$ cat config.mk
export PLATFORM = sky130hd
export DESIGN_NAME = erfp_top
export DESIGN_NICKNAME = d
export VERILOG_FILES = /design/src/design/erfp_pkg.sv /design/src/design/erfp_ctl_if.sv /design/src/design/erfp_tick.sv /design/src/design/erfp_top.sv
export SDC_FILE = /design/constraint.sdc
export NUM_CORES = 1
export LEC_CHECK = 0
export ABC_AREA = 0
export BUFFER_PORTS_ARGS = -buffer_cell sky130_fd_sc_hd__buf_2
export CAP_MARGIN = 30
export CORE_MARGIN = 2
export CORE_UTILIZATION = 50
export CTS_CLUSTER_DIAMETER = 60
export DETAILED_ROUTE_END_ITERATION = 8
export GPL_TIMING_DRIVEN = 0
export PLACE_DENSITY = 0.71
export SLEW_MARGIN = 25
export SYNTH_ARGS = -nofsm -noshare
export SYNTH_HDL_FRONTEND = slang
export SYNTH_SLANG_ARGS = --single-unit
$ cat constraint.sdc
create_clock -name clk -period 10.55 [get_ports clk]
set_input_delay 0.5275 -clock clk [delete_from_list [all_inputs] [get_ports clk]]
set_output_delay 0.5275 -clock clk [all_outputs]
set_load 0.05 [all_outputs]
$ cat src/design/erfp_pkg.sv
// package with constants and types of the emergency run fault policy block
package erfp_pkg;
	localparam int erfp_num_alarms = 25;
	localparam int erfp_alarm_w = 5;
	// alarm index encoding
	localparam logic [4:0] erfp_al_live_zero = 5'h00;
	localparam logic [4:0] erfp_al_mains_imb = 5'h01;
	localparam logic [4:0] erfp_al_overvolt = 5'h02;
	localparam logic [4:0] erfp_al_undervolt = 5'h03;
	localparam logic [4:0] erfp_al_inv_time = 5'h04;
	localparam logic [4:0] erfp_al_motor_time = 5'h05;
	localparam logic [4:0] erfp_al_thermistor = 5'h06;
	localparam logic [4:0] erfp_al_curr_limit = 5'h07;
	localparam logic [4:0] erfp_al_overcurr = 5'h08;
	localparam logic [4:0] erfp_al_earth = 5'h09;
	localparam logic [4:0] erfp_al_switch_mode = 5'h0a;
	localparam logic [4:0] erfp_al_short = 5'h0b;
	localparam logic [4:0] erfp_al_bus_tmo = 5'h0c;
	localparam logic [4:0] erfp_al_opt_tmo = 5'h0d;
	localparam logic [4:0] erfp_al_tune = 5'h0e;
	localparam logic [4:0] erfp_al_heatsink = 5'h0f;
	localparam logic [4:0] erfp_al_phase_u = 5'h10;
	localparam logic [4:0] erfp_al_phase_v = 5'h11;
	localparam logic [4:0] erfp_al_phase_w = 5'h12;
	localparam logic [4:0] erfp_al_opt_comm = 5'h13;
	localparam logic [4:0] erfp_al_gate = 5'h14;
	localparam logic [4:0] erfp_al_safe_stop = 5'h15;
	localparam logic [4:0] erfp_al_low_curr = 5'h16;
	localparam logic [4:0] erfp_al_was_active = 5'h17;
	localparam logic [4:0] erfp_al_unknown = 5'h18;
	// per-alarm policy masks
	localparam logic [24:0] erfp_lock_mask = 25'h1108f02;
	localparam logic [24:0] erfp_auto_mask = 25'h0100f00;
	localparam logic [24:0] erfp_bypass_mask = 25'h0108f02;
	// policy selections
	typedef enum logic [1:0] {
		erfp_pol_normal = 2'b00,
		erfp_pol_reset1 = 2'b01,
		erfp_pol_reset2 = 2'b10,
		erfp_pol_bypass = 2'b11
	} erfp_policy_t;
	// bypass output routing: four standard then four relay outputs
	localparam int erfp_num_outs = 8;
	localparam logic [2:0] erfp_first_relay = 3'h4;
	// apb register offsets
	localparam logic [7:0] erfp_reg_ctrl = 8'h00;
	localparam logic [7:0] erfp_reg_delay = 8'h04;
	localparam logic [7:0] erfp_reg_state = 8'h08;
	localparam logic [7:0] erfp_reg_irq_stat = 8'h0c;
	localparam logic [7:0] erfp_reg_irq_mask = 8'h10;
	localparam logic [7:0] erfp_reg_alarm = 8'h14;
	localparam logic [7:0] erfp_reg_cmd = 8'h18;
	// ctrl fields
	localparam int erfp_ctrl_pol_lsb = 0;
	localparam int erfp_ctrl_act_low = 2;
	localparam int erfp_ctrl_coast_dio = 3;
	localparam int erfp_ctrl_route_lsb = 4;
	localparam int erfp_ctrl_relay_fit = 7;
	localparam logic [31:0] erfp_ctrl_reset = 32'h00000008;
	// cmd fields
	localparam int erfp_cmd_reset = 0;
	localparam int erfp_cmd_clr_rec = 1;
	// interrupt status bits
	localparam int erfp_irq_trip = 0;
	localparam int erfp_irq_lock = 1;
	localparam int erfp_irq_bypass = 2;
	localparam int erfp_irq_warn = 3;
	localparam int erfp_irq_enter = 4;
	localparam int erfp_irq_w = 5;
	// bypass delay unit: 1 ms, tick derived from the 20 MHz clock
	localparam int erfp_clk_hz = 20000000;
	localparam int erfp_delay_unit_us = 1000;
	localparam int erfp_tick_cycles = erfp_clk_hz / 1000000 * erfp_delay_unit_us;
	localparam logic [15:0] erfp_delay_reset = 16'h000a;
	localparam int erfp_warn_half_ms = 250;
endpackage : erfp_pkg

$ cat src/design/erfp_ctl_if.sv
// interface between the policy core and its tick divider
`timescale 1ns/1ps
interface erfp_ctl_if;
	logic tick;
	logic run;
	modport src (output tick, input run);
	modport dst (input tick, output run);
endinterface : erfp_ctl_if

$ cat src/design/erfp_tick.sv
// millisecond tick divider for delays and warning flash
`timescale 1ns/1ps
module erfp_tick #(
	parameter int cycles = erfp_pkg::erfp_tick_cycles
) (
	// clock and reset
	input wire logic clk,
	input wire logic nrst,
	// tick toward the core
	erfp_ctl_if.src ctl
);
	import erfp_pkg::*;
	typedef struct packed {
		logic [15:0] cnt;
		logic tick;
	} erfp_tick_st_t;
	erfp_tick_st_t st;
	erfp_tick_st_t next_st;
	if (cycles < 2 || cycles > 65535) begin : g_bad_cycles
		$error("erfp_tick: cycles out of range");
	end
	always_comb begin
		next_st = st;
		next_st.tick = 1'b0;
		if (!ctl.run) begin
			next_st.cnt = 16'h0000;
		end else if (st.cnt == 16'(cycles - 1)) begin
			next_st.cnt = 16'h0000;
			next_st.tick = 1'b1;
		end else begin
			next_st.cnt = st.cnt + 16'h0001;
		end
	end
	always_ff @(posedge clk or negedge nrst) begin
		if (!nrst) begin
			st <= '0;
		end else begin
			st <= next_st;
		end
	end
	assign ctl.tick = st.tick;
endmodule : erfp_tick

$ cat src/design/erfp_top.sv
// emergency run fault policy: trip, lock, auto-reset and bypass decisions
//
// The implementer's own choices: the register offsets and register access over APB.
`timescale 1ns/1ps
module erfp_top #(
	parameter int tick_cycles = erfp_pkg::erfp_tick_cycles
) (
	// clock and reset
	input wire logic clk,
	input wire logic nrst,
	// apb slave
	input wire logic psel,
	input wire logic penable,
	input wire logic pwrite,
	input wire logic [7:0] paddr,
	input wire logic [31:0] pwdata,
	output logic [31:0] prdata,
	output logic pready,
	output logic pslverr,
	// external pins, asynchronous
	input wire logic emerg_in,
	input wire logic coast_en_in,
	// alarm sources from the power stage, one level per alarm index
	input wire logic [erfp_pkg::erfp_num_alarms-1:0] alarm_in,
	// fieldbus coast bit, same clock
	input wire logic bus_coast,
	// retained emergency record from non-volatile storage, same clock
	input wire logic rec_restore,
	// outputs
	output logic trip,
	output logic locked,
	output logic emerg_active,
	output logic warn_flash,
	output logic coast,
	output logic [erfp_pkg::erfp_num_outs-1:0] bypass_out,
	output logic rec_store,
	output logic irq
);
	import erfp_pkg::*;
	typedef struct packed {
		logic [1:0] emerg_s;
		logic [1:0] coast_s;
		logic [erfp_num_alarms-1:0] al_s1;
		logic [erfp_num_alarms-1:0] al_s2;
		logic [31:0] ctrl;
		logic [15:0] delay;
		logic [erfp_irq_w-1:0] irq_stat;
		logic [erfp_irq_w-1:0] irq_mask;
		logic [erfp_num_alarms-1:0] trip_al;
		logic trip;
		logic locked;
		logic bypass_pend;
		logic bypass_on;
		logic [15:0] bp_cnt;
		logic warn;
		logic [8:0] flash_cnt;
		logic flash;
		logic record;
		logic act_d;
		logic rd_wait;
		logic [31:0] prdata;
	} erfp_st_t;
	erfp_st_t st;
	erfp_st_t next_st;
	erfp_ctl_if ctl ();
	// the divider counts in 16 bits and needs two states per tick
	if (tick_cycles < 2 || tick_cycles > 65535) begin : g_bad_tick
		$error("erfp_top: tick_cycles out of range");
	end
	erfp_tick #(.cycles(tick_cycles)) u_tick (
		.clk(clk),
		.nrst(nrst),
		.ctl(ctl)
	);
	logic wr;
	logic rd;
	logic [1:0] pol;
	logic act_lvl;
	logic bus_coast_eff;
	logic coast_req;
	logic active;
	logic [erfp_num_alarms-1:0] new_al;
	logic [erfp_num_alarms-1:0] eff_al;
	logic [erfp_num_alarms-1:0] lock_al;
	logic [erfp_irq_w-1:0] ev;
	logic sw_reset;
	logic mapped;
	assign wr = psel && penable && pwrite;
	assign rd = psel && penable && !pwrite;
	assign pol = st.ctrl[erfp_ctrl_pol_lsb +: 2];
	assign act_lvl = st.emerg_s[1] ^ st.ctrl[erfp_ctrl_act_low];
	// bus coast and record restore share our clock, so no synchroniser
	// bus coast gating
	assign bus_coast_eff = bus_coast && !st.ctrl[erfp_ctrl_coast_dio];
	assign coast_req = !st.coast_s[1] || bus_coast_eff;
	assign active = act_lvl && (pol != erfp_pol_normal) && !coast_req;
	assign sw_reset = wr && (paddr == erfp_reg_cmd) && pwdata[erfp_cmd_reset];
	assign mapped = (paddr <= erfp_reg_cmd) && (paddr[1:0] == 2'b00);
	// was-active alarm raised after return to normal
	always_comb begin
		new_al = st.al_s2;
		new_al[erfp_al_was_active] = st.record && !active;
	end
	always_comb begin
		eff_al = new_al;
		lock_al = new_al & erfp_lock_mask;
		if (active) begin
			if (pol == erfp_pol_bypass) begin
				// bypass set acts on the hard faults plus imbalance and heatsink
				eff_al = new_al & erfp_bypass_mask;
			end else begin
				// hard faults only under auto reset
				eff_al = new_al & erfp_auto_mask;
			end
			lock_al = new_al & erfp_auto_mask;
		end
	end
	always_comb begin
		next_st = st;
		ev = '0;
		next_st.emerg_s = {st.emerg_s[0], emerg_in};
		next_st.coast_s = {st.coast_s[0], coast_en_in};
		next_st.al_s1 = alarm_in;
		next_st.al_s2 = st.al_s1;
		next_st.act_d = active;
		next_st.rd_wait = rd && !st.rd_wait;
		if (active || rec_restore) begin
			next_st.record = 1'b1;
		end else if (wr && (paddr == erfp_reg_cmd) && pwdata[erfp_cmd_clr_rec]) begin
			next_st.record = 1'b0;
		end
		if (active && !st.act_d) begin
			ev[erfp_irq_enter] = 1'b1;
		end
		if (|eff_al && !st.trip) begin
			next_st.trip = 1'b1;
			next_st.trip_al = eff_al;
			ev[erfp_irq_trip] = 1'b1;
			if (|lock_al) begin
				next_st.locked = 1'b1;
				ev[erfp_irq_lock] = 1'b1;
			end
			if (active && pol == erfp_pol_bypass) begin
				next_st.bypass_pend = 1'b1;
				next_st.bp_cnt = 16'h0000;
			end
		end else if (st.trip) begin
			// auto reset when the alarm clears
			if (active && (pol == erfp_pol_reset1 || pol == erfp_pol_reset2)) begin
				if (!(|(eff_al & st.trip_al & ~erfp_auto_mask)) && !(|eff_al)) begin
					next_st.trip = 1'b0;
					next_st.locked = 1'b0;
				end
			end
			// manual reset, locked or not, needs the alarm gone
			if (sw_reset && !(|eff_al)) begin
				next_st.trip = 1'b0;
				next_st.locked = 1'b0;
			end
		end
		// delay from trip to bypass output
		if (st.bypass_pend && ctl.tick) begin
			if (st.bp_cnt + 16'h0001 >= st.delay) begin
				next_st.bypass_pend = 1'b0;
				next_st.bypass_on = 1'b1;
				ev[erfp_irq_bypass] = 1'b1;
			end else begin
				next_st.bp_cnt = st.bp_cnt + 16'h0001;
			end
		end
		if (!active || pol != erfp_pol_bypass) begin
			next_st.bypass_pend = 1'b0;
			next_st.bypass_on = 1'b0;
		end
		if (active && |(new_al & ~eff_al)) begin
			if (!st.warn) begin
				ev[erfp_irq_warn] = 1'b1;
			end
			next_st.warn = 1'b1;
		end else if (!active) begin
			next_st.warn = 1'b0;
		end
		// each warning starts with a full dark phase, not a stale one
		if (!st.warn) begin
			next_st.flash_cnt = 9'h000;
			next_st.flash = 1'b0;
		end else if (ctl.tick) begin
			if (st.flash_cnt == 9'(erfp_warn_half_ms - 1)) begin
				next_st.flash_cnt = 9'h000;
				next_st.flash = !st.flash;
			end else begin
				next_st.flash_cnt = st.flash_cnt + 9'h001;
			end
		end
		// registers
		// writes to read-only or unmapped offsets are dropped
		if (wr) begin
			case (paddr)
				erfp_reg_ctrl: begin
					next_st.ctrl = {24'h000000, pwdata[7:0]};
				end
				erfp_reg_delay: begin
					next_st.delay = pwdata[15:0];
				end
				erfp_reg_irq_mask: begin
					next_st.irq_mask = pwdata[erfp_irq_w-1:0];
				end
				default: begin
				end
			endcase
		end
		// set wins over write-one-to-clear
		if (wr && paddr == erfp_reg_irq_stat) begin
			next_st.irq_stat = (st.irq_stat & ~pwdata[erfp_irq_w-1:0]) | ev;
		end else begin
			next_st.irq_stat = st.irq_stat | ev;
		end
		next_st.prdata = 32'h00000000;
		if (rd) begin
			case (paddr)
				erfp_reg_ctrl: begin
					next_st.prdata = st.ctrl;
				end
				erfp_reg_delay: begin
					next_st.prdata = {16'h0000, st.delay};
				end
				erfp_reg_state: begin
					next_st.prdata = {24'h000000, st.record, st.warn,
						st.bypass_on, st.bypass_pend, active, st.locked, st.trip, coast_req};
				end
				erfp_reg_irq_stat: begin
					next_st.prdata = {27'h0000000, st.irq_stat};
				end
				erfp_reg_irq_mask: begin
					next_st.prdata = {27'h0000000, st.irq_mask};
				end
				erfp_reg_alarm: begin
					next_st.prdata = {7'h00, st.trip_al};
				end
				default: begin
					next_st.prdata = 32'h00000000;
				end
			endcase
		end
	end
	always_ff @(posedge clk or negedge nrst) begin
		if (!nrst) begin
			st <= '0;
			st.ctrl <= erfp_ctrl_reset;
			st.delay <= erfp_delay_reset;
		end else begin
			st <= next_st;
		end
	end
	// tick only when something times
	assign ctl.run = st.bypass_pend || st.warn;
	// registered read data is one cycle late, so pready waits one cycle
	assign pready = !(psel && penable && !pwrite) || st.rd_wait;
	assign pslverr = psel && penable && !mapped;
	assign prdata = st.prdata;
	assign trip = st.trip;
	assign locked = st.locked;
	assign emerg_active = active;
	assign warn_flash = st.warn && st.flash;
	assign coast = coast_req;
	assign rec_store = st.record;
	assign irq = |(st.irq_stat & st.irq_mask);
	genvar gi;
	generate
		for (gi = 0; gi < erfp_num_outs; gi++) begin : g_out
			assign bypass_out[gi] = st.bypass_on
				&& (st.ctrl[erfp_ctrl_route_lsb +: 3] == 3'(gi))
				&& (3'(gi) < erfp_first_relay || st.ctrl[erfp_ctrl_relay_fit]);
		end
	endgenerate
endmodule : erfp_top

Word level (Yosys, flattened, before mapping). Index checks and enable logic that the tools add are counted.

Mux-type cells: 39. Add/subtract/negate cells: 3. Reduce and logical (&&, ||, !) cells: 75. Eq/ne operators: 23. Bitwise logic cells: 9. Magnitude comparators: 2.

Operators with widths (number): $pmux 25 s6 (1); $mux 16 (6); $mux 25 (3); $reduce_or 25->1 (3); $and 25x25->25 (2); $logic_and 1x1->1 (35); $add 16x1->16 const B (2); $not 25->25 (1); $eq 8x5->1 const B (3); $mux 10 (2); $reduce_or 20->1 (1); $mux 18 (1); $eq 16x15->1 const B (1); $eq 8x4->1 const B (2); $ge 16x16->1 (1); $mux 1 (16); $mux 2 (8); $logic_not 1->1 (13); $eq 3x3->1 const B (4); $and 5x5->5 (2); $or 5x5->5 (2); $reduce_and 2->1 (5); $reduce_bool 2->1 (5); $add 9x1->9 const B (1); 20 further kinds (31).

Register bits: 196. Logic and storage cells: 174. Output and inout bits: 49. Input bits: 74.

Longest topological paths before layout. Gate-level depths: netlist (run 1).

Depth after elaboration: 17. Depth in mapped cells: 14. Mapped depth without buffers: 13.

Modules after synthesis. From an unflattened synthesis (run 1), not the netlist that was laid out.

Cell total of the unflattened synthesis: 764. Area, all modules: 8494.4 µm².

Modules (own cells, without submodules): erfp_top (area each 7623.6 µm², times used 1, cells an instance 680, sequential area each 4257.8 µm²); erfp_tick (area each 870.8 µm², times used 1, cells an instance 84, sequential area each 425.4 µm²).

Worst setup path after synthesis (run 1). OpenSTA, ideal clock, no wires.

Path type: register to register. Start point: reg st[46] in the netlist's numbering. End point: reg st[56] in the netlist's numbering. Path buffers: 1. Arrival time: 3428 ps. Stages on the path, launching flop included: 15. Clock period less this slack: 3554 ps. Path slack: 6996 ps. Required time: 10424 ps. Library setup time: 126 ps. Cell sequence: dfrtp_1 ha_1 nand3_1 nor2_1 nand3_1 or2_2 xnor2_1 ha_1 and3_1 a221oi_1 a211o_1 a31oi_2 nor2_1 buf_2 a221o_1.

RTL lines: start: declaration (RTL line erfp_top.sv:63) `erfp_st_t st;`; start signal: assignment (RTL line erfp_top.sv:252) `st <= next_st;`.

==> results of run 1 <==
==> state kept, by name, indices dropped and copies added (netlist names) <==
signal	flops
locked	1
prdata	25
u_tick.ctl.tick	1
next_st	26
u_tick.st	16
rec_store	1
st	90
trip	1
pol	2
new_al	24
==> repair_timing <==
action,4_1_cts,5_1_grt
hold buffers,1,0
endpoints found under the hold margin,14,0
resized for setup,0,0
==> per-layer routing <==
| metal | vias up | GRT usage (%) |
|---|---|---|
| met5 | - | 0 |
| met2 | 218 | 35.5 |
| met4 | 0 | 8.36 |
| met3 | 36 | 4.37 |
| met1 | 2994 | 31.7 |
| li1 | 2870 | - |
==> worst register-to-register path: cells and delay by family (launching register included) <==
kind	cells	cell delay (ns)
XOR/XNOR	1	0.17
AND/OR/NAND/NOR	5	1.51
adder cells (fa/ha/maj)	2	0.54
AO/OA/AOI/OAI	4	1.13
flip-flops	1	0.44
multiplexers	1	0.20
buffers and inverters	1	0.30
==> how the worst min path moves through the flow <==
stage | from | cells after the start | slack (ns) | end
final | emerg_in | 1 | 0.19 | next_st[202]
after global routing | alarm_in[8] | 1 | 0.18 | next_st[157]
after CTS | emerg_in | 1 | 0.18 | next_st[202]
after detailed placement | next_st[159] | 0 | 0.33 | new_al[10]
after global placement | next_st[159] | 0 | 0.33 | new_al[10]
after floorplan | nrst | 0 | 0.23 | locked
==> through the flow <==
stage	total power, uW	worst slack, ns	cells
final	1430	6.21	1118
after CTS	1440	6.21	1118
after detailed placement	813	6.31	1087
after global routing	1480	5.85	1118
after floorplan	775	7.00	773
after global placement	809	6.01	1085
==> synth_stat cells, drive strengths merged (9+ instances only) <==
cell type  number  share of area, %
and3           11              0.83
a222oi          9               1.1
nand2          74               3.5
xnor2          14               1.5
xor2           16               1.7
dfrtp         184                56
nor3           24               1.5
clkbuf         18              0.82
and2           11              0.83
a22oi          14               1.3
o21ai          60               3.6
inv            43               2.0
buf            43               3.6
a21oi          12              0.73
nand3          38               2.3
mux2           23               3.1
ha             22               3.3
nor2           54               2.5
==> area by class of cell <==
| type | instances | area [um2] | share of cell area (%) |
|---|---|---|---|
| Buffer | 61 | 367 | 3.79 |
| Clock buffer | 18 | 439 | 4.54 |
| Clock inverter | 12 | 140 | 1.45 |
| Inverter | 45 | 181 | 1.88 |
| Multi-Input combinational cell | 480 | 3040 | 31.4 |
| Sequential cell | 187 | 4680 | 48.4 |
| Tap cell | 216 | 270 | 2.79 |
| Timing Repair Buffer | 99 | 556 | 5.74 |
==> power by group through the flow <==
stage / Clock (uW) / Sequential [uW] / Combinational (uW)
2_1_floorplan: 0 / 749 / 26.7
3_3_place_gp: 0 / 751 / 58.2
3_5_place_dp: 0 / 751 / 61.8
4_1_cts: 639 / 738 / 62.8
5_1_grt: 673 / 739 / 69.1
6_report: 629 / 738 / 61.6
==> logic make-up after synthesis <==
group / after synthesis / synth area share (%)
AND/OR/NAND/NOR: 258 / 15.3
flip-flops: 187 / 56.8
AO/OA/AOI/OAI: 140 / 11.6
buffers and inverters: 106 / 6.64
XOR/XNOR: 30 / 3.19
multiplexers: 23 / 3.14
adder cells (fa/ha/maj): 22 / 3.34
other: 1 / 0.0455
==> qor.tcl, run 1 <==
set qor(status) {finished, final reports clean}
set qor(io-pin-count) 123
set qor(dr.max_layer_used) {met4}
set qor(chipHeight_um) 132
set qor(critPathCaptureType) {flop}
set qor(post_drt_via_cell_ratio) 5.47
set qor(placement.cell_area_um2) 9090
set qor(p_leak_uw) 0.00459
set qor(ff2ff_setup_slack_ns) 6.21
set qor(die_x_um) 132
set qor(combPwrFrac_pct) 4.3
set qor(p_clk_share_pct) 44.0
set qor(drt_first_iter_violations) 574
set qor(grtUsageTotal_pct) 22.7
set qor(path_depth) 14
set qor(timing.final.crit_share_pct) 41.1
set qor(finalWirelength_mm) 19.0
set qor(port_buffers) 96
set qor(pwr_density_cell_nw_per_um2) 148
set qor(utilization_pct) 60.5
set qor(timing.reg2reg.worst_path_depth) 14
set qor(timing.critical_path.fanout_max) 10
set qor(worstPathBufferInverterCount) 1
set qor(critical_path_required_ns) 10.92
set qor(slowest_stage) {a221oi_1}
set qor(timing.critical_path.from_type) {flop}
set qor(numCtsBuffers) 17
set qor(critical-path-top-delay-family) {simple AND/OR/NAND/NOR gates}
set qor(cap_violations) 0
set qor(most-common-layout-cells) {184 x dfrtp_1, 103 x buf_2, 73 x nand2_1, 59 x o21ai_0, 54 x nor2_1}
set qor(slew_at_the_pin_with_the_worst_max_slew_slack_ns) 0.838
set qor(n_antenna_cell) 0
set qor(cell_by_cell_listing_of_the_critical_path) {ha_1 -> nand3_1 -> nor2_1 -> nand3_1 -> or2_2 -> xnor2_1 -> ha_1 -> a21o_1 -> a221oi_1 -> a211o_1 -> a31oi_2 -> nor2_1 -> buf_2 -> mux2_2}
set qor(path_clk_slew_ns) 0.07
set qor(hold_viol) 0
set qor(finalNetCount) 987
set qor(syn-mean-instance-area_um2) 10.8
set qor(post_synth_instance_area_um2) 8250
set qor(worstSetupPathType) {reg2reg}
set qor(total_via_count_in_the_routed_design) 6118
set qor(ys_types) 65
set qor(p_sw_uw) 323
set qor(placementRows) 46
set qor(n_fill_cell) 1319
set qor(met2_wirelength_mm) 8.98
set qor(yosysSeqAreaShare_pct) 56.8
set qor(clock_latency_ns) 0.44
set qor(postCtsSetupRepairBufs) 0
set qor(fin_setup_tns_ns) 0
set qor(fmax_mhz) 230
set qor(dr.pass1.iters) 6
set qor(initial_core_util_pct) 51.5
set qor(synthesis.instances) 767
set qor(worstHoldPathType) {in2reg}
set qor(detailed_place_hpwl_mm) 13.4
set qor(antenna_violating_nets_left) 0
set qor(syn_to_final_growth_pct) 17.3
set qor(cp_slowest_stage_delay_ns) 0.58
set qor(ys_warn_count) 0
set qor(period_minus_slack_ns) 4.34
set qor(fin_worst_skew_ns) 0.00892
set qor(route.detailed.wl_per_inst_um) 17.0
set qor(timing.critical_path.to) {st[46]}
set qor(count_of_flip_flops_with_a_built_in_enable_after_synthesis) 0
set qor(critPathLaunch) {st[46]}
set qor(sequentialPowerShare_pct) 51.7
set qor(finalWeightedCongestion) 0.889
set qor(cts.path.max_buffers) 2
set qor(design_area_um2) 9680
set qor(clk_root_buffer_cell) {clkbuf_16}
set qor(p_int_uw) 1110
set qor(holdWs_ns) 0.193
set qor(grt_antenna_before_repair) 0
set qor(wire_length_of_the_first_global_routing_pass_mm) 31.2
set qor(worstPathArrival_ns) 4.71
set qor(worst_r2r_startpoint) {st[46]}
set qor(drv_slew) 0
set qor(clock_tree_from_tritoncts) {built}
set qor(crit-reg2reg-capture) {st[46]}
set qor(met3_length_mm) 1.08
set qor(cts-htree-levels) 4
set qor(yosys_register_bits) 187
set qor(most_common_cell_after_layout_fill_and_taps_aside) {dfrtp_1}
set qor(grt_pass1_vias) 6051
set qor(design.die.area_um2) 17500
set qor(ys_async_sr_fraction_pct) 100
set qor(drc_errors) 0
set qor(globalRoute.totalOverflow) 0
set qor(drive_above_1_share_pct) 23.4
set qor(primary_ff_master_synth) {dfrtp_1}
set qor(swShare_pct) 22.6
set qor(worst_slew_margin_rel_pct) 43.6
set qor(ir_worst_vdd_mv) 0.117
set qor(unrepaired_setup_endpoints_after_global_routing) {no}
set qor(drt-met1-wl_mm) 8.53
set qor(placeable_area_um2) 16000
set qor(clkSinkCount) 187
set qor(setup-violations-final) 0
set qor(grt_max_degree) 81
(Power assumes the default switching activity.)
==> inputs of run 2 (changes only) <==
clock period = 4.1 ns   (was 10.55 ns; I/O delays follow)
==> qor.tcl, run 2 (synthesized netlist as in run 1, its figures left out) <==
set qor(status) {finished, final reports clean}
set qor(p_leak_uw) 0.00473 ;# +3.1%
set qor(pwr_density_cell_nw_per_um2) 369 ;# +150%
set qor(timing.critical_path.fanout_max) 10 ;# unchanged
set qor(wire_length_of_the_first_global_routing_pass_mm) 32.0 ;# +2.6%
set qor(detailed_place_hpwl_mm) 13.4 ;# unchanged
set qor(total_via_count_in_the_routed_design) 6248 ;# +2.1%
set qor(numCtsBuffers) 17 ;# unchanged
set qor(grt_antenna_before_repair) 0 ;# unchanged
set qor(placeable_area_um2) 16000 ;# unchanged
set qor(drt_first_iter_violations) 595 ;# +3.7%
set qor(ir_worst_vdd_mv) 0.296 ;# +150%
set qor(drc_errors) 0 ;# unchanged
set qor(globalRoute.totalOverflow) 0 ;# unchanged
set qor(min_from) {pwdata[15]}
set qor(largest_reg_flops) 90 ;# unchanged
set qor(critical_path_required_ns) 4.41 ;# -6.51 ns
set qor(largest_register) {st}
set qor(path_clk_slew_ns) 0.07 ;# about the same
set qor(die_x_um) 132 ;# unchanged
set qor(finalNetCount) 1020 ;# +3.3%
set qor(finalWirelength_mm) 19.6 ;# +3.0%
set qor(grt_pass1_vias) 6227 ;# +2.9%
set qor(antenna_violating_nets_left) 0 ;# unchanged
set qor(holdWs_ns) 0.0111 ;# -0.182 ns
set qor(utilization_pct) 62.7 ;# +2.3 points
set qor(dpl.cell_count) 1087 ;# unchanged
set qor(timing.final.crit_share_pct) 93.0 ;# +52 points
set qor(initial_core_util_pct) 51.5 ;# unchanged
set qor(worstPathArrival_ns) 4.13 ;# -0.58 ns
set qor(route.detailed.wl_per_inst_um) 17.0 ;# about the same
set qor(hold_viol) 0 ;# unchanged
set qor(period_minus_slack_ns) 3.81 ;# -0.525 ns
set qor(grt_max_degree) 81 ;# unchanged
set qor(clock_tree_from_tritoncts) {built}
set qor(worst_slew_margin_rel_pct) 46.4 ;# +2.8 points
set qor(fmax_mhz) 262 ;# +14%
set qor(critPathLaunch) {st[46]}
set qor(clk_root_buffer_cell) {clkbuf_16}
set qor(slew_at_the_pin_with_the_worst_max_slew_slack_ns) 0.797 ;# -0.0411 ns
set qor(drive_above_1_share_pct) 23.0 ;# -0.40 points
set qor(clock_latency_ns) 0.43 ;# about the same
set qor(cts.path.max_buffers) 2 ;# unchanged
set qor(setup-violations-final) 0 ;# unchanged
set qor(design.die.area_um2) 17500 ;# unchanged
set qor(fin_worst_skew_ns) 0.00790 ;# -0.00101 ns
set qor(most_common_cell_after_layout_fill_and_taps_aside) {dfrtp_1}
set qor(syn_to_final_growth_pct) 21.7
set qor(dr.pass1.iters) 6 ;# unchanged
set qor(clkSinkCount) 187 ;# unchanged
set qor(drv_slew) 0 ;# unchanged
set qor(unrepaired_setup_endpoints_after_global_routing) {no}
set qor(worstHoldPathType) {in2reg}
set qor(worst_slack_ns) 0.286 ;# -5.93 ns
set qor(critPathCaptureType) {flop}
set qor(worst_r2r_startpoint) {st[46]}
set qor(timing.critical_path.from_type) {flop}
set qor(cts-htree-levels) 4 ;# unchanged
set qor(chipHeight_um) 132 ;# unchanged
set qor(cap_violations) 0 ;# unchanged
set qor(n_antenna_cell) 0 ;# unchanged
set qor(final_cells) 1151 ;# +3.0%
set qor(port_buffers) 96 ;# unchanged
set qor(most-common-layout-cells) {184 x dfrtp_1, 103 x buf_2, 73 x nand2_1, 59 x o21ai_0, 52 x nor2_1}
set qor(preCtsSetupSlack_ns) -0.135 ;# -6.45 ns
set qor(worstSetupPathType) {reg2reg}
set qor(placementRows) 46 ;# unchanged
set qor(post_drt_via_cell_ratio) 5.43 ;# -0.80%
set qor(finalWeightedCongestion) 0.889 ;# unchanged
set qor(grtUsageTotal_pct) 23.3 ;# +0.60 points
set qor(io-pin-count) 123 ;# unchanged
run 2: area by class of cell:
cell class	count	area, um2
fill	1275	5960
buffer	61	367
clock buffer	18	439
clock inverter	12	140
tap	216	270
timing repair buffer	132	883
inverter	45	181
sequential	187	4680
multi-input combinational	480	3080
run 2: final timing paths:
| kind | end | cells past startpoint | slack, ns |
|---|---|---|---|
| min in group asynchronous | st[39] | 2 | 0.26 |
| max | st[48] | 13 | 0.29 |
| min reg2reg | new_al[18] | 0 | 0.35 |
| max reg2reg | st[48] | 13 | 0.29 |
| min | st[116] | 3 | 0.01 |
| max in group asynchronous | st[54] | 4 | 2.83 |
run 2: worst max-delay path, stage by stage, from the launching register on:
cell	delay, ns
dfrtp_1	0.44
ha_1	0.27
nand3_1	0.18
nor2_4	0.22
nand3_1	0.17
or2_2	0.36
xnor2_1	0.17
ha_1	0.26
a21o_1	0.20
a221oi_4	0.40
a211o_1	0.26
a31o_2	0.25
a21boi_4	0.14
a221o_1	0.38
run 2: where the power goes:
group          leakage, uW  total (uW)  internal (uW)  switching [uW]
clock             0.000281        1620            916             705
sequential         0.00235        1900           1880            20.2
combinational      0.00210         183           70.4             113
total              0.00473        3700           2870             838
run 2: per-stage QoR:
stage | setup TNS (ns) | total power, uW | instance area (um2)
floorplan | 0 | 2000 | 8270
global placement | -19.27 | 2080 | 9020
detailed placement | -1.21 | 2090 | 9090
CTS | 0 | 3730 | 10000
global route | 0 | 3840 | 10000
finish | 0 | 3700 | 10000
run 2: metal layers:
layer / global-route usage (%) / vias up / routed length [um]
li1: - / 2935 / -
met1: 32.2 / 3060 / 8570
met2: 37.0 / 222 / 9450
met3: 4.25 / 31 / 1140
met4: 8.48 / 0 / 425
met5: 0 / - / 0
run 2: timing repair:
| item | in CTS | in global routing |
|---|---|---|
| hold buffers | 33 | 0 |
| endpoints found under the hold margin | 76 | 0 |
| buffers inserted | 0 | 1 |
| gates resized for setup | 3 | 3 |
| endpoints found under the setup margin | 13 | 14 |
==> inputs of run 3 (changes only) <==
CELL_PAD_IN_SITES_DETAIL_PLACEMENT = 0   (was not set)
CELL_PAD_IN_SITES_GLOBAL_PLACEMENT = 1   (was not set)
CORE_MARGIN = not set   (was 2)
CORE_UTILIZATION = 45   (was 50)
PLACE_DENSITY = not set   (was 0.71)
PLACE_DENSITY_LB_ADDON = 0.1   (was not set)
==> qor.tcl, run 3 (synthesized netlist as in run 1, its figures left out) <==
set qor(status) {finished with violations}
set qor(violations) {DRC}
set qor(clock_tree_from_tritoncts) {built}
set qor(detailed_place_hpwl_mm) 14.1 ;# +5.3%
set qor(most_common_cell_after_layout_fill_and_taps_aside) {dfrtp_1}
set qor(p_leak_uw) 0.00474 ;# +0.17%
set qor(grt_pass1_vias) 5957 ;# -4.3%
set qor(hold_viol) 0 ;# unchanged
set qor(critical-path-top-delay-family) {simple AND/OR/NAND/NOR gates}
set qor(post_drt_via_cell_ratio) 5.26 ;# -3.1%
set qor(clk_root_buffer_cell) {clkbuf_16}
set qor(dr.max_layer_used) {met4}
set qor(antenna_violating_nets_left) 0 ;# unchanged
set qor(route.detailed.wl_per_inst_um) 16.6 ;# -2.4%
set qor(p_int_uw) 2750 ;# -4.0%
set qor(grtUsageTotal_pct) 22.2 ;# -1.1 points
set qor(finalWeightedCongestion) 0.849 ;# -4.5%
set qor(slowest_stage) {dfrtp_1}
set qor(p_total_uw) 3640 ;# -1.6%
set qor(worstPathBufferInverterCount) 1 ;# +1
set qor(drive_above_1_share_pct) 23.0 ;# -0.040 points
set qor(unrepaired_setup_endpoints_after_global_routing) {no}
set qor(die_x_um) 137 ;# +3.7%
set qor(n_antenna_cell) 0 ;# unchanged
set qor(drv_slew) 0 ;# unchanged
set qor(n_fill_cell) 1580 ;# +24%
set qor(period_minus_slack_ns) 3.85 ;# +0.0381 ns
set qor(ir_worst_vdd_mv) 0.428 ;# +44%
set qor(clock_latency_ns) 0.44 ;# about the same
set qor(timing.final.crit_share_pct) 94.0 ;# +0.93 points
set qor(finalNetCount) 1024 ;# +0.39%
set qor(cts-htree-levels) 4 ;# unchanged
set qor(met3_length_um) 832 ;# -27%
set qor(critPathCaptureType) {flop}
set qor(io-pin-count) 123 ;# unchanged
set qor(worst_slew_margin_rel_pct) 40.7 ;# -5.7 points
set qor(pwr_density_cell_nw_per_um2) 362 ;# -1.9%
set qor(fin_worst_skew_ns) 0.0108 ;# +0.00285 ns
set qor(dpl.cell_count) 1100 ;# +1.2%
set qor(combPwrFrac_pct) 5.0 ;# about the same
set qor(setup-violations-final) 0 ;# unchanged
set qor(numCtsBuffers) 17 ;# unchanged
set qor(critical_path_required_ns) 4.42 ;# about the same
set qor(sequentialPowerShare_pct) 52.1 ;# +0.8 points
set qor(p_sw_uw) 892 ;# +6.5%
set qor(met2_wirelength_mm) 9.12 ;# -3.5%
set qor(grt_max_degree) 82 ;# +1.2%
set qor(largest_reg_flops) 90 ;# unchanged
set qor(swShare_pct) 24.5 ;# +1.9 points
set qor(fin_setup_tns_ns) 0 ;# unchanged
set qor(worstPathArrival_ns) 4.17 ;# +0.04 ns
set qor(worstSetupPathType) {reg2reg}
set qor(total_via_count_in_the_routed_design) 6152 ;# -1.5%
set qor(wire_length_of_the_first_global_routing_pass_mm) 31.1 ;# -2.7%
set qor(timing.critical_path.fanout_max) 10 ;# unchanged
set qor(initial_core_util_pct) 45.9 ;# -5.6 points
set qor(syn_to_final_growth_pct) 22.1
set qor(port_buffers) 96 ;# unchanged
set qor(timing.critical_path.from_type) {flop}
set qor(cap_violations) 0 ;# unchanged
set qor(grt_antenna_before_repair) 0 ;# unchanged
set qor(placement.cell_area_um2) 9100 ;# +0.18%
set qor(placeable_area_um2) 18000 ;# +12%
set qor(fmax_mhz) 260 ;# -0.99%
set qor(cp_slowest_stage_delay_ns) 0.43 ;# about the same
set qor(clkSinkCount) 187 ;# unchanged
set qor(drt-met1-wl_mm) 9.23 ;# +7.7%
set qor(cell_by_cell_listing_of_the_critical_path) {ha_1 -> nand3_1 -> nor2_4 -> nand3_1 -> or2_2 -> xnor2_1 -> ha_1 -> and3_1 -> nand2_1 -> a211o_1 -> a31oi_4 -> nor2_2 -> buf_2 -> a221o_1}
set qor(most-common-layout-cells) {184 x dfrtp_1, 103 x buf_2, 73 x nand2_1, 59 x o21ai_0, 52 x nor2_1}
set qor(slew_at_the_pin_with_the_worst_max_slew_slack_ns) 0.881 ;# +0.0845 ns
set qor(final_cells) 1170 ;# +1.7%
set qor(placementRows) 49 ;# +6.5%
set qor(worstHoldPathType) {in2reg}
set qor(design.die.area_um2) 18900 ;# +7.6%
set qor(largest_register) {st}
set qor(globalRoute.totalOverflow) 0 ;# unchanged
set qor(chipHeight_um) 137 ;# +3.7%
set qor(p_clk_share_pct) 42.8 ;# -1.0 points
set qor(path_clk_slew_ns) 0.07 ;# about the same
set qor(cts.path.max_buffers) 2 ;# unchanged
set qor(drt_first_iter_violations) 477 ;# -20%
set qor(design_area_um2) 10100 ;# +0.31%
set qor(dr.pass1.iters) 8 ;# +2
set qor(finalWirelength_mm) 19.4 ;# -0.80%
set qor(drc_errors) 2 ;# +2
==> run 3: cell count changes in the layout (fill, tap and decap cells not counted) <==
cell,change
bufinv_16,-2
clkbuf_1,+1
clkbuf_8,-1
clkinv_2,-1
clkinv_4,+1
clkinvlp_4,-1
dlygate4sd3_1,+4
inv_6,+3
inv_8,+2
==> run 3: repair_timing <==
action                                 in CTS  in global routing
gates resized for setup                     3                  3
hold buffers                               37                  0
endpoints found under the hold margin     137                  0
setup endpoints to repair                  14                 18
setup buffers                               0                  1
==> run 3: cell type report <==
type	instances	area (um2)	share of cell area [%]
Sequential cell	187	4680	46.5
Multi-Input combinational cell	480	3080	30.5
Timing Repair Buffer	136	923	9.17
Clock buffer	18	429	4.26
Buffer	61	367	3.64
Tap cell	229	287	2.85
Inverter	45	181	1.80
Clock inverter	14	125	1.24
==> run 3: path summary, 6_finish.rpt <==
check / startpoint / to / slack (ns) / depth (start not counted)
min: pwdata[3] / st[104] / 0.04 / 3
min reg2reg: next_st[173] / new_al[24] / 0.35 / 0
max in group asynchronous: nrst / st[112] / 2.84 / 4
min in group asynchronous: nrst / next_st[167] / 0.22 / 2
max reg2reg: st[46] / st[58] / 0.25 / 14
max: st[46] / st[58] / 0.25 / 14
==> run 3: metal layers <==
| metal | vias up | GRT usage (%) |
|---|---|---|
| li1 | 2958 | - |
| met1 | 3012 | 30.4 |
| met2 | 161 | 34.8 |
| met3 | 21 | 5.08 |
| met4 | 0 | 6.78 |
| met5 | - | 0 |
==> run 3: power groups by stage <==
stage / Combinational (uW) / Clock, uW / Sequential, uW
2_1_floorplan: 68.7 / 0 / 1930
3_5_place_dp: 160 / 0 / 1930
5_1_grt: 206 / 1680 / 1900
3_3_place_gp: 149 / 0 / 1930
4_1_cts: 187 / 1610 / 1900
6_report: 184 / 1560 / 1900
==> run 3: metrics by stage <==
stage / setup slack (ns) / hold slack [ns] / util (%)
2_1_floorplan: 0.546 / -0.0906 / -
3_3_place_gp: -0.230 / 0.313 / 50.3
3_5_place_dp: -0.182 / 0.0785 / 50.7
4_1_cts: 0.0181 / 0.0181 / 55.9
5_1_grt: 0.0128 / 0.0220 / 56.1
6_report: 0.248 / 0.0389 / 56.1
==> run 3: worst reg2reg max path, delay by kind of cell (launching register included) <==
family | cells | cell delay [ns]
AOI/OAI and AO/OA | 3 | 1.01
xor gates and xnor gates | 1 | 0.14
adders and majority gates | 2 | 0.56
buffers and inverters | 1 | 0.22
DFF | 1 | 0.43
and+or+nand+nor | 7 | 1.38
